### config.mk
export PLATFORM = sky130hd
export DESIGN_NAME = adcc_top
export DESIGN_NICKNAME = d
export VERILOG_FILES = /design/src/core/adcc_pkg.sv /design/src/core/adcc_top.sv
export SDC_FILE = /design/constraint.sdc
export NUM_CORES = 1
export LEC_CHECK = 0
export ABC_CLOCK_PERIOD_IN_PS = 3630
export BUFFER_PORTS_ARGS = -buffer_cell sky130_fd_sc_hd__buf_4
export CORE_UTILIZATION = 25
export CTS_BUF_LIST = sky130_fd_sc_hd__clkbuf_16
export DETAILED_ROUTE_END_ITERATION = 10
export GPL_ROUTABILITY_DRIVEN = 0
export GPL_TIMING_DRIVEN = 1
export MAX_ROUTING_LAYER = met4
export SYNTH_ARGS = -nofsm -noshare
export SYNTH_HDL_FRONTEND = slang
export SYNTH_SLANG_ARGS = --single-unit
### constraint.sdc
create_clock -name clk -period 3.63 [get_ports clk]
set_input_delay 0.5445 -clock clk [delete_from_list [all_inputs] [get_ports clk]]
set_output_delay 0.5445 -clock clk [all_outputs]
set_load 0.005 [all_outputs]
### src/core/adcc_pkg.sv
// Purpose: Shared constants and types for the converter control block
// Assumes: APB slave, 32-bit data, one register per aligned word
// Notes:   Registers are 8 bits wide in the low byte of each word
package adcc_pkg;

    localparam logic [11:0] ADCC_OFF_START_CHANNEL   = 12'h000;
    localparam logic [11:0] ADCC_OFF_SOURCE_CLOCK    = 12'h004;
    localparam logic [11:0] ADCC_OFF_AMP_REFERENCE   = 12'h008;
    localparam logic [11:0] ADCC_OFF_BANDGAP         = 12'h00C;
    localparam logic [11:0] ADCC_OFF_RESULT_LOW      = 12'h010;
    localparam logic [11:0] ADCC_OFF_RESULT_HIGH     = 12'h014;

    localparam logic [7:0] ADCC_RST_REG = 8'h00;

    // Writable bit masks; unimplemented bits read zero
    localparam logic [7:0] ADCC_MASK_START_CHANNEL = 8'hBF;
    localparam logic [7:0] ADCC_MASK_SOURCE_CLOCK  = 8'hF7;
    localparam logic [7:0] ADCC_MASK_AMP_REFERENCE = 8'h9F;
    localparam logic [7:0] ADCC_MASK_BANDGAP       = 8'h01;

    localparam int ADCC_BIT_START    = 7;
    localparam int ADCC_BIT_BUSY     = 6;
    localparam int ADCC_BIT_ENABLE   = 5;
    localparam int ADCC_BIT_FORMAT   = 4;
    localparam int ADCC_BIT_AMP_EN   = 7;
    localparam int ADCC_BIT_AMP_IN   = 4;

    // Converter clock cycles per conversion (successive approximation)
    localparam logic [4:0] ADCC_CONV_CYCLES = 5'd16;

    typedef enum logic [3:0] {
        ADCC_SRC_EXTERNAL,
        ADCC_SRC_SUPPLY,
        ADCC_SRC_SUPPLY_HALF,
        ADCC_SRC_SUPPLY_QUARTER,
        ADCC_SRC_AMP,
        ADCC_SRC_AMP_HALF,
        ADCC_SRC_AMP_QUARTER,
        ADCC_SRC_GROUND
    } adcc_source_type;

    typedef enum logic [1:0] {
        ADCC_REF_SUPPLY,
        ADCC_REF_PIN,
        ADCC_REF_AMP
    } adcc_ref_type;

    typedef struct packed {
        logic            converter_on;
        logic            sample_start;
        logic            conv_clock_tick;
        adcc_source_type source;
        logic            external_connect;
        logic [15:0]     channel_onehot;
        adcc_ref_type    reference;
        logic            reference_pin_connect;
        logic            amplifier_on;
        logic            amplifier_from_bandgap;
        logic            amplifier_pin_connect;
        logic [1:0]      amplifier_gain_select;
        logic            bandgap_on;
    } adcc_analog_ctrl_type;

endpackage

### src/core/adcc_top.sv
// Purpose: Control registers and sequencing for a 12-bit SAR converter
// Assumes: APB slave on clk; analogue core returns done with a result word
// Notes:   Outputs are registered; pin functions are handed over per channel
//
// Contract
// - Start only after start bit high then low
// - Busy set on start, cleared on completion
// - Enable low powers off, results kept
// - Format bit picks result byte alignment
// - Channel codes 0-9, 12-15; 10, 11 reserved
// - Source 0000, 0100, 11xx use external channel
// - Other source codes pick supply, amplifier, ground
// - Internal source disconnects external channel input
// - Clock select divides by powers of two
// - Amplifier input pin or bandgap, pin off
// - Reference supply, pin, or amplifier output
// - Gain select codes pass to amplifier
// - Unimplemented bits read zero, writes ignored
// - Channel pin drops I/O and pull-high
// - Result bits outside format read zero
// - Completion pulses the interrupt request
//
// Chosen here: the register offsets and the APB interface to the registers.
`timescale 1ns/1ns
module adcc_top (
    input  wire logic                          clk,
    input  wire logic                          rstn,
    input  wire logic                          psel,
    input  wire logic                          penable,
    input  wire logic                          pwrite,
    input  wire logic [11:0]                   paddr,
    input  wire logic [31:0]                   pwdata,
    input  wire logic [3:0]                    pstrb,
    output logic                               pready,
    output logic [31:0]                        prdata,
    output logic                               pslverr,
    input  wire logic                          conv_done,
    input  wire logic [11:0]                   conv_result,
    output adcc_pkg::adcc_analog_ctrl_type     analog_ctrl,
    output logic [15:0]                        pin_analog_mode,
    output logic                               conv_irq_request
);

    logic        rst_meta;
    logic        rst_sync_n;
    logic [7:0]  start_channel;
    logic [7:0]  source_clock;
    logic [7:0]  amp_reference;
    logic [7:0]  bandgap_ctrl;
    logic [11:0] result;
    logic        busy;
    logic        start_was_high;
    logic [6:0]  div_count;
    logic [4:0]  conv_count;
    logic        done_meta;
    logic        done_sync;
    logic        done_prev;

    // Reset release through two flops
    always_ff @(posedge clk or negedge rstn) begin
        if (!rstn) begin
            rst_meta   <= 1'b0;
            rst_sync_n <= 1'b0;
        end else begin
            rst_meta   <= 1'b1;
            rst_sync_n <= rst_meta;
        end
    end

    // Bus decode
    wire logic access_phase = psel && penable;
    // Write lands only at the completing edge, when ready is already high
    wire logic write_en     = access_phase && pready && pwrite && pstrb[0];
    wire logic hit_sc  = paddr == adcc_pkg::ADCC_OFF_START_CHANNEL;
    wire logic hit_sk  = paddr == adcc_pkg::ADCC_OFF_SOURCE_CLOCK;
    wire logic hit_ar  = paddr == adcc_pkg::ADCC_OFF_AMP_REFERENCE;
    wire logic hit_bg  = paddr == adcc_pkg::ADCC_OFF_BANDGAP;
    wire logic hit_rl  = paddr == adcc_pkg::ADCC_OFF_RESULT_LOW;
    wire logic hit_rh  = paddr == adcc_pkg::ADCC_OFF_RESULT_HIGH;
    wire logic hit_any = hit_sc || hit_sk || hit_ar || hit_bg || hit_rl || hit_rh;

    wire logic [7:0] wbyte = pwdata[7:0];

    // Control fields
    wire logic       start_bit   = start_channel[adcc_pkg::ADCC_BIT_START];
    wire logic       enable_bit  = start_channel[adcc_pkg::ADCC_BIT_ENABLE];
    wire logic       format_bit  = start_channel[adcc_pkg::ADCC_BIT_FORMAT];
    wire logic [3:0] chan_sel    = start_channel[3:0];
    wire logic [3:0] src_sel     = source_clock[7:4];
    wire logic [2:0] clk_sel     = source_clock[2:0];
    wire logic [1:0] ref_sel     = amp_reference[3:2];
    wire logic       amp_in_sel  = amp_reference[adcc_pkg::ADCC_BIT_AMP_IN];

    // Start request: falling edge of start bit after a high level
    wire logic start_fall    = start_was_high && !start_bit;
    wire logic start_trigger = start_fall && enable_bit;

    // Division tick: counter low bits all ones for the selected ratio
    wire logic [6:0] div_mask = 7'((8'h01 << clk_sel) - 8'h01);
    wire logic       div_tick = (div_count & div_mask) == div_mask;

    // Completion from internal count or from the analogue core
    wire logic count_done = busy && div_tick && conv_count == adcc_pkg::ADCC_CONV_CYCLES - 5'd1;
    wire logic core_done  = busy && done_sync && !done_prev;
    wire logic finish     = count_done || core_done;

    // Source decode
    adcc_pkg::adcc_source_type src_decoded;
    always_comb begin
        unique casez (src_sel)
            4'b0000, 4'b0100, 4'b11??: src_decoded = adcc_pkg::ADCC_SRC_EXTERNAL;
            4'b0001: src_decoded = adcc_pkg::ADCC_SRC_SUPPLY;
            4'b0010: src_decoded = adcc_pkg::ADCC_SRC_SUPPLY_HALF;
            4'b0011: src_decoded = adcc_pkg::ADCC_SRC_SUPPLY_QUARTER;
            4'b0101: src_decoded = adcc_pkg::ADCC_SRC_AMP;
            4'b0110: src_decoded = adcc_pkg::ADCC_SRC_AMP_HALF;
            4'b0111: src_decoded = adcc_pkg::ADCC_SRC_AMP_QUARTER;
            default: src_decoded = adcc_pkg::ADCC_SRC_GROUND;
        endcase
    end

    wire logic ext_selected = src_decoded == adcc_pkg::ADCC_SRC_EXTERNAL;
    wire logic chan_legal   = chan_sel != 4'hA && chan_sel != 4'hB;
    wire logic ext_connect  = ext_selected && enable_bit && chan_legal;

    wire adcc_pkg::adcc_ref_type ref_decoded =
        ref_sel[1] ? adcc_pkg::ADCC_REF_AMP :
        (ref_sel[0] ? adcc_pkg::ADCC_REF_PIN : adcc_pkg::ADCC_REF_SUPPLY);

    // Per-channel select and pin handover
    logic [15:0] chan_onehot;
    logic [15:0] pin_mode;
    genvar gi;
    generate
        for (gi = 0; gi < 16; gi++) begin : g_chan
            assign chan_onehot[gi] = ext_connect && chan_sel == 4'(gi);
            // Pin leaves I/O and pull-high while assigned as converter input
            assign pin_mode[gi]    = enable_bit && chan_legal && chan_sel == 4'(gi);
        end
    endgenerate

    // Result layout per format, unused bits zero
    wire logic [7:0] res_low  = format_bit ? result[7:0] : {result[3:0], 4'h0};
    wire logic [7:0] res_high = format_bit ? {4'h0, result[11:8]} : result[11:4];

    wire logic [7:0] rd_byte =
        hit_sc ? {start_channel[7], busy, start_channel[5:0]} :
        hit_sk ? (source_clock & adcc_pkg::ADCC_MASK_SOURCE_CLOCK) :
        hit_ar ? (amp_reference & adcc_pkg::ADCC_MASK_AMP_REFERENCE) :
        hit_bg ? (bandgap_ctrl & adcc_pkg::ADCC_MASK_BANDGAP) :
        hit_rl ? res_low :
        hit_rh ? res_high : 8'h00;

    wire adcc_pkg::adcc_analog_ctrl_type next_analog = '{
        converter_on:           enable_bit,
        sample_start:           start_trigger,
        conv_clock_tick:        busy && div_tick,
        source:                 src_decoded,
        external_connect:       ext_connect,
        channel_onehot:         chan_onehot,
        reference:              ref_decoded,
        reference_pin_connect:  ref_decoded == adcc_pkg::ADCC_REF_PIN,
        amplifier_on:           amp_reference[adcc_pkg::ADCC_BIT_AMP_EN],
        amplifier_from_bandgap: amp_in_sel,
        amplifier_pin_connect:  !amp_in_sel,
        amplifier_gain_select:  amp_reference[1:0],
        bandgap_on:             bandgap_ctrl[0]
    };

    // Register writes; busy bit position never stored
    always_ff @(posedge clk or negedge rst_sync_n) begin
        if (!rst_sync_n) begin
            start_channel <= adcc_pkg::ADCC_RST_REG;
            source_clock  <= adcc_pkg::ADCC_RST_REG;
            amp_reference <= adcc_pkg::ADCC_RST_REG;
            bandgap_ctrl  <= adcc_pkg::ADCC_RST_REG;
        end else if (write_en) begin
            if (hit_sc) start_channel <= wbyte & adcc_pkg::ADCC_MASK_START_CHANNEL;
            if (hit_sk) source_clock  <= wbyte & adcc_pkg::ADCC_MASK_SOURCE_CLOCK;
            if (hit_ar) amp_reference <= wbyte & adcc_pkg::ADCC_MASK_AMP_REFERENCE;
            if (hit_bg) bandgap_ctrl  <= wbyte & adcc_pkg::ADCC_MASK_BANDGAP;
        end
    end

    // Start edge tracking
    always_ff @(posedge clk or negedge rst_sync_n) begin
        if (!rst_sync_n) start_was_high <= 1'b0;
        else             start_was_high <= start_bit;
    end

    // Busy flag and conversion sequencing
    always_ff @(posedge clk or negedge rst_sync_n) begin
        if (!rst_sync_n) begin
            busy       <= 1'b0;
            conv_count <= 5'd0;
        end else if (start_trigger) begin
            busy       <= 1'b1;
            conv_count <= 5'd0;
        end else if (!enable_bit || finish) begin
            busy       <= 1'b0;
            conv_count <= 5'd0;
        end else if (busy && div_tick) begin
            conv_count <= conv_count + 5'd1;
        end
    end

    always_ff @(posedge clk or negedge rst_sync_n) begin
        if (!rst_sync_n)     div_count <= 7'd0;
        else if (!busy)      div_count <= 7'd0;
        else                 div_count <= div_count + 7'd1;
    end

    // Done from analogue core passes two flops
    always_ff @(posedge clk or negedge rst_sync_n) begin
        if (!rst_sync_n) begin
            done_meta <= 1'b0;
            done_sync <= 1'b0;
            done_prev <= 1'b0;
        end else begin
            done_meta <= conv_done;
            done_sync <= done_meta;
            done_prev <= done_sync;
        end
    end

    // Result capture only while enabled
    always_ff @(posedge clk or negedge rst_sync_n) begin
        if (!rst_sync_n)               result <= 12'h000;
        else if (finish && enable_bit) result <= conv_result;
    end

    always_ff @(posedge clk or negedge rst_sync_n) begin
        if (!rst_sync_n) conv_irq_request <= 1'b0;
        else             conv_irq_request <= finish;
    end

    always_ff @(posedge clk or negedge rst_sync_n) begin
        if (!rst_sync_n) begin
            analog_ctrl     <= '0;
            pin_analog_mode <= 16'h0000;
        end else begin
            analog_ctrl     <= next_analog;
            pin_analog_mode <= pin_mode;
        end
    end

    // APB answer: one wait state, ready on the cycle after access phase starts
    always_ff @(posedge clk or negedge rst_sync_n) begin
        if (!rst_sync_n) begin
            pready  <= 1'b0;
            prdata  <= 32'h0000_0000;
            pslverr <= 1'b0;
        end else begin
            pready  <= access_phase && !pready;
            prdata  <= {24'h000000, rd_byte};
            pslverr <= access_phase && !pready && !hit_any;
        end
    end

endmodule

==> key figures <==
Placed design
  • I/O Buffers: 97
  • Placed inst area: 5530 sq um
  • DP HPWL: 7730 um
  • Post-Place Cells: 743
  • Pre-CTS WS: 896 ps

Yosys
  • Mapped Area: 4660 sq um
  • Avg Cell Area, Syn: 10.8 sq um
  • Synth cell types: 47
  • Ys async rst share: 100%
  • EDFF count, synth: 0
  • Seq/Total Area, Yosys: 59.1%
  • Synth warnings: 0
  • Cells after synthesis: 432
  • Main synth FF type: dfrtp_1
  • Share of Yosys cell area claimed by the top area cell type: 59.1%
  • Area leader, netlist: dfrtp_1
  • Synth Register Bits: 110
  • Area contributors post-synth: dfrtp_1, mux2_2, buf_4

Clock tree
  • CTS tree: built
  • CTS max path bufs: 2
  • TritonCTS Buffers: 9
  • Clock slew at reported path FFs: 70 ps
  • Worst skew pair latency: 350 ps
  • # clock sinks: 110
  • H-Tree Level Count: 3
  • Postcts setup bufs: 0
  • Clk root buf: clkbuf_16

Hold path
  • Critical hold path startpoint: conv_done
  • Endpoint, Worst Hold: done_meta
  • Hold path depth: 1
  • Hold crit path type: input port to flip-flop

Drt
  • Drt initial violations: 189
  • DR vias/cell: 4.28
  • # DRC: 14
  • Final WL: 10600 um
  • Avg WL per Cell: 14.0 um
  • Via count of the routed design: 3255
  • Post-DRT Antenna Nets: 0
  • DRT Pass-1 Iters: 7

Run
  • Max cap viols: 0

Critical path
  • WP data arrival: 2580 ps
  • Worst Path Required: 3830 ps
  • Critical Path End Type: flip-flop
  • CP startpoint kind: flip-flop
  • Reg-to-reg startpoint: source_clock[1]
  • Worst reg2reg path endpoint: result[10]
  • WP buf/inv: 1
  • Critical path's top delay family: simple AND/OR/NAND/NOR gates
  • Worst stage delay on the critical path: 640 ps
  • Crit-path cells: a21boi_0 -> o21a_1 -> or4_1 -> inv_1 -> and3_1 -> o22ai_1
  • R2r setup slk: 1240 ps
  • Maximum net fanout on the critical path: 12
  • CP Class: flip-flop to flip-flop
  • Reg2reg path depth: 6
  • Slowest cell on the critical path: or4_1

Finish
  • Ant. Diodes: 0
  • Commonest cells after routing, fill and taps aside: dfrtp_1, buf_4, nand2_1
  • Post-Layout Cell Count: 760
  • Multi-input combinational cell area: 1720 sq um
  • Final Instance Area: 5830 sq um
  • Area delta synth->final: 25.1%
  • Layout cells sized above 1: 27.1%
  • Fin nets: 595
  • Most common cell after layout, fill and taps aside: dfrtp_1
  • Reg area: 2760 sq um
  • Fill count: 1873

GRT
  • Initial antenna violation count: 0
  • First-pass GRT wire length: 17100 um
  • Number of global-route vias before repair: 3242
  • Largest net degree at the start of global routing: 70
  • GRT Util Overall: 12.0%
  • Global route total overflow: 0

Floorplanning
  • Num ports: 150
  • Initial core utilization: 25.7%
  • Rows: 49
  • Die Area: 19200 sq um
  • Die Span Y: 139 um
  • Core ar.: 18100 sq um
  • Die width: 139 um

Power
  • Net Sw Frac: 22.0%
  • Psw: 0.512 mW
  • Sequential share of power: 53.7%
  • Lkg Pwr: 2.80 nW
  • Gate power share: 3.9%
  • Pint: 1.81 mW
  • Clock power share: 42.4%
  • VDD IR max: 0.304 mV
  • Pwr per Cell Area: 398 nW/um^2

Outcome
  • Violated checks: DRC
  • Outcome: finished with violations

Timing
  • Final setup violation count: 0
  • RSZ-0062 raised after global routing: false
  • Final Critical Period: 2390 ps
  • Max transition margin: 37.6%
  • Setup_tns: 0 ps
  • Setup Skew: 6.29 ps
  • Fmax: 419 MHz
  • Final Cycle Share: 65.8%
  • Hold WS: 296 ps
  • Worst-margin pin slew: 936 ps
  • Setup ws final: 1240 ps
  • Final hold vios: 0
  • Pins Over Slew Limit: 0
[final cells by class]
class | instances | area share (%)
Timing Repair Buffer | 100 | 12.9
Inverter | 7 | 0.451
Tap cell | 229 | 4.91
Multi-Input combinational cell | 298 | 29.4
Sequential cell | 110 | 47.3
Clock buffer | 9 | 3.86
Clock inverter | 7 | 1.18
[cells in the mapped netlist, drive strengths merged, types with 3 or more instances]
cell    count
a21oi      18
and2        6
and3        4
buf        32
clkbuf     13
dfrtp     110
ha          3
inv         7
mux2       22
mux2i       8
nand2      52
nand2b     10
nand3      16
nor2       45
nor2b      11
nor3        8
o21ai      15
o22ai      13
or3         5
xnor2       4
[logic make-up after synthesis]
kind of cell               after synthesis  synth area share, %
muxes                                   30                 7.03
adders and majority gates                3                0.805
xor gates and xnor gates                 5                0.940
and+or+nand+nor                        169                 17.9
DFF                                    110                 59.1
AOI/OAI and AO/OA                       61                 7.73
other                                    2                0.161
buffers and inverters                   52                 6.39
[metal layers]
layer	global-route usage [%]	vias up	share of wire (%)
met1	14.7	1560	45
met2	18.9	94	48
li1	-	1590	-
met4	3.73	0	1.3
met5	-	-	0
met3	3.63	11	5.7
[power groups by stage]
| stage | clock network, mW | registers [mW] | logic, mW |
|---|---|---|---|
| floorplan | 0 | 1.27 | 0.0517 |
| global placement | 0 | 1.27 | 0.0878 |
| detailed placement | 0 | 1.27 | 0.0894 |
| CTS | 1.02 | 1.25 | 0.0903 |
| global route | 1.07 | 1.25 | 0.101 |
| finish | 0.984 | 1.25 | 0.0899 |
[flip-flops by register name (all words and copies together) (netlist names)]
register          flops
start_was_high        1
done_prev             1
busy                  1
rst_meta              1
analog_ctrl          31
prdata                8
pready                1
done_sync             1
bandgap_ctrl          1
start_channel         7
pin_analog_mode      16
conv_irq_request      1
rst_sync_n            1
amp_reference         6
result               12
conv_count            5
done_meta             1
pslverr               1
source_clock          7
div_count             7
[worst max path at each step]
stage	cells past startpoint	to	slack (ps)	from
final	6	result[10]	1240	source_clock[1]
after global routing	6	result[4]	920	source_clock[1]
after CTS	6	result[10]	1230	source_clock[1]
after detailed placement	6	source_clock[0]	900	paddr[10]
after global placement	6	source_clock[2]	930	paddr[10]
after floorplan	0	amp_reference[0]	340	rst_sync_n
[through the flow]
stage | power, mW | utilization (%)
4_1_cts | 2.36 | 32.1
2_1_floorplan | 1.33 | -
6_report | 2.32 | 32.1
5_1_grt | 2.42 | 32.1
3_5_place_dp | 1.36 | 30.5
3_3_place_gp | 1.36 | 30.5
[timing repair]
action	in CTS	in global routing
hold endpoints to repair	2	0
gates resized for setup	0	0
hold buffers	1	0
No activity file was read; power rests on OpenSTA's default activity.
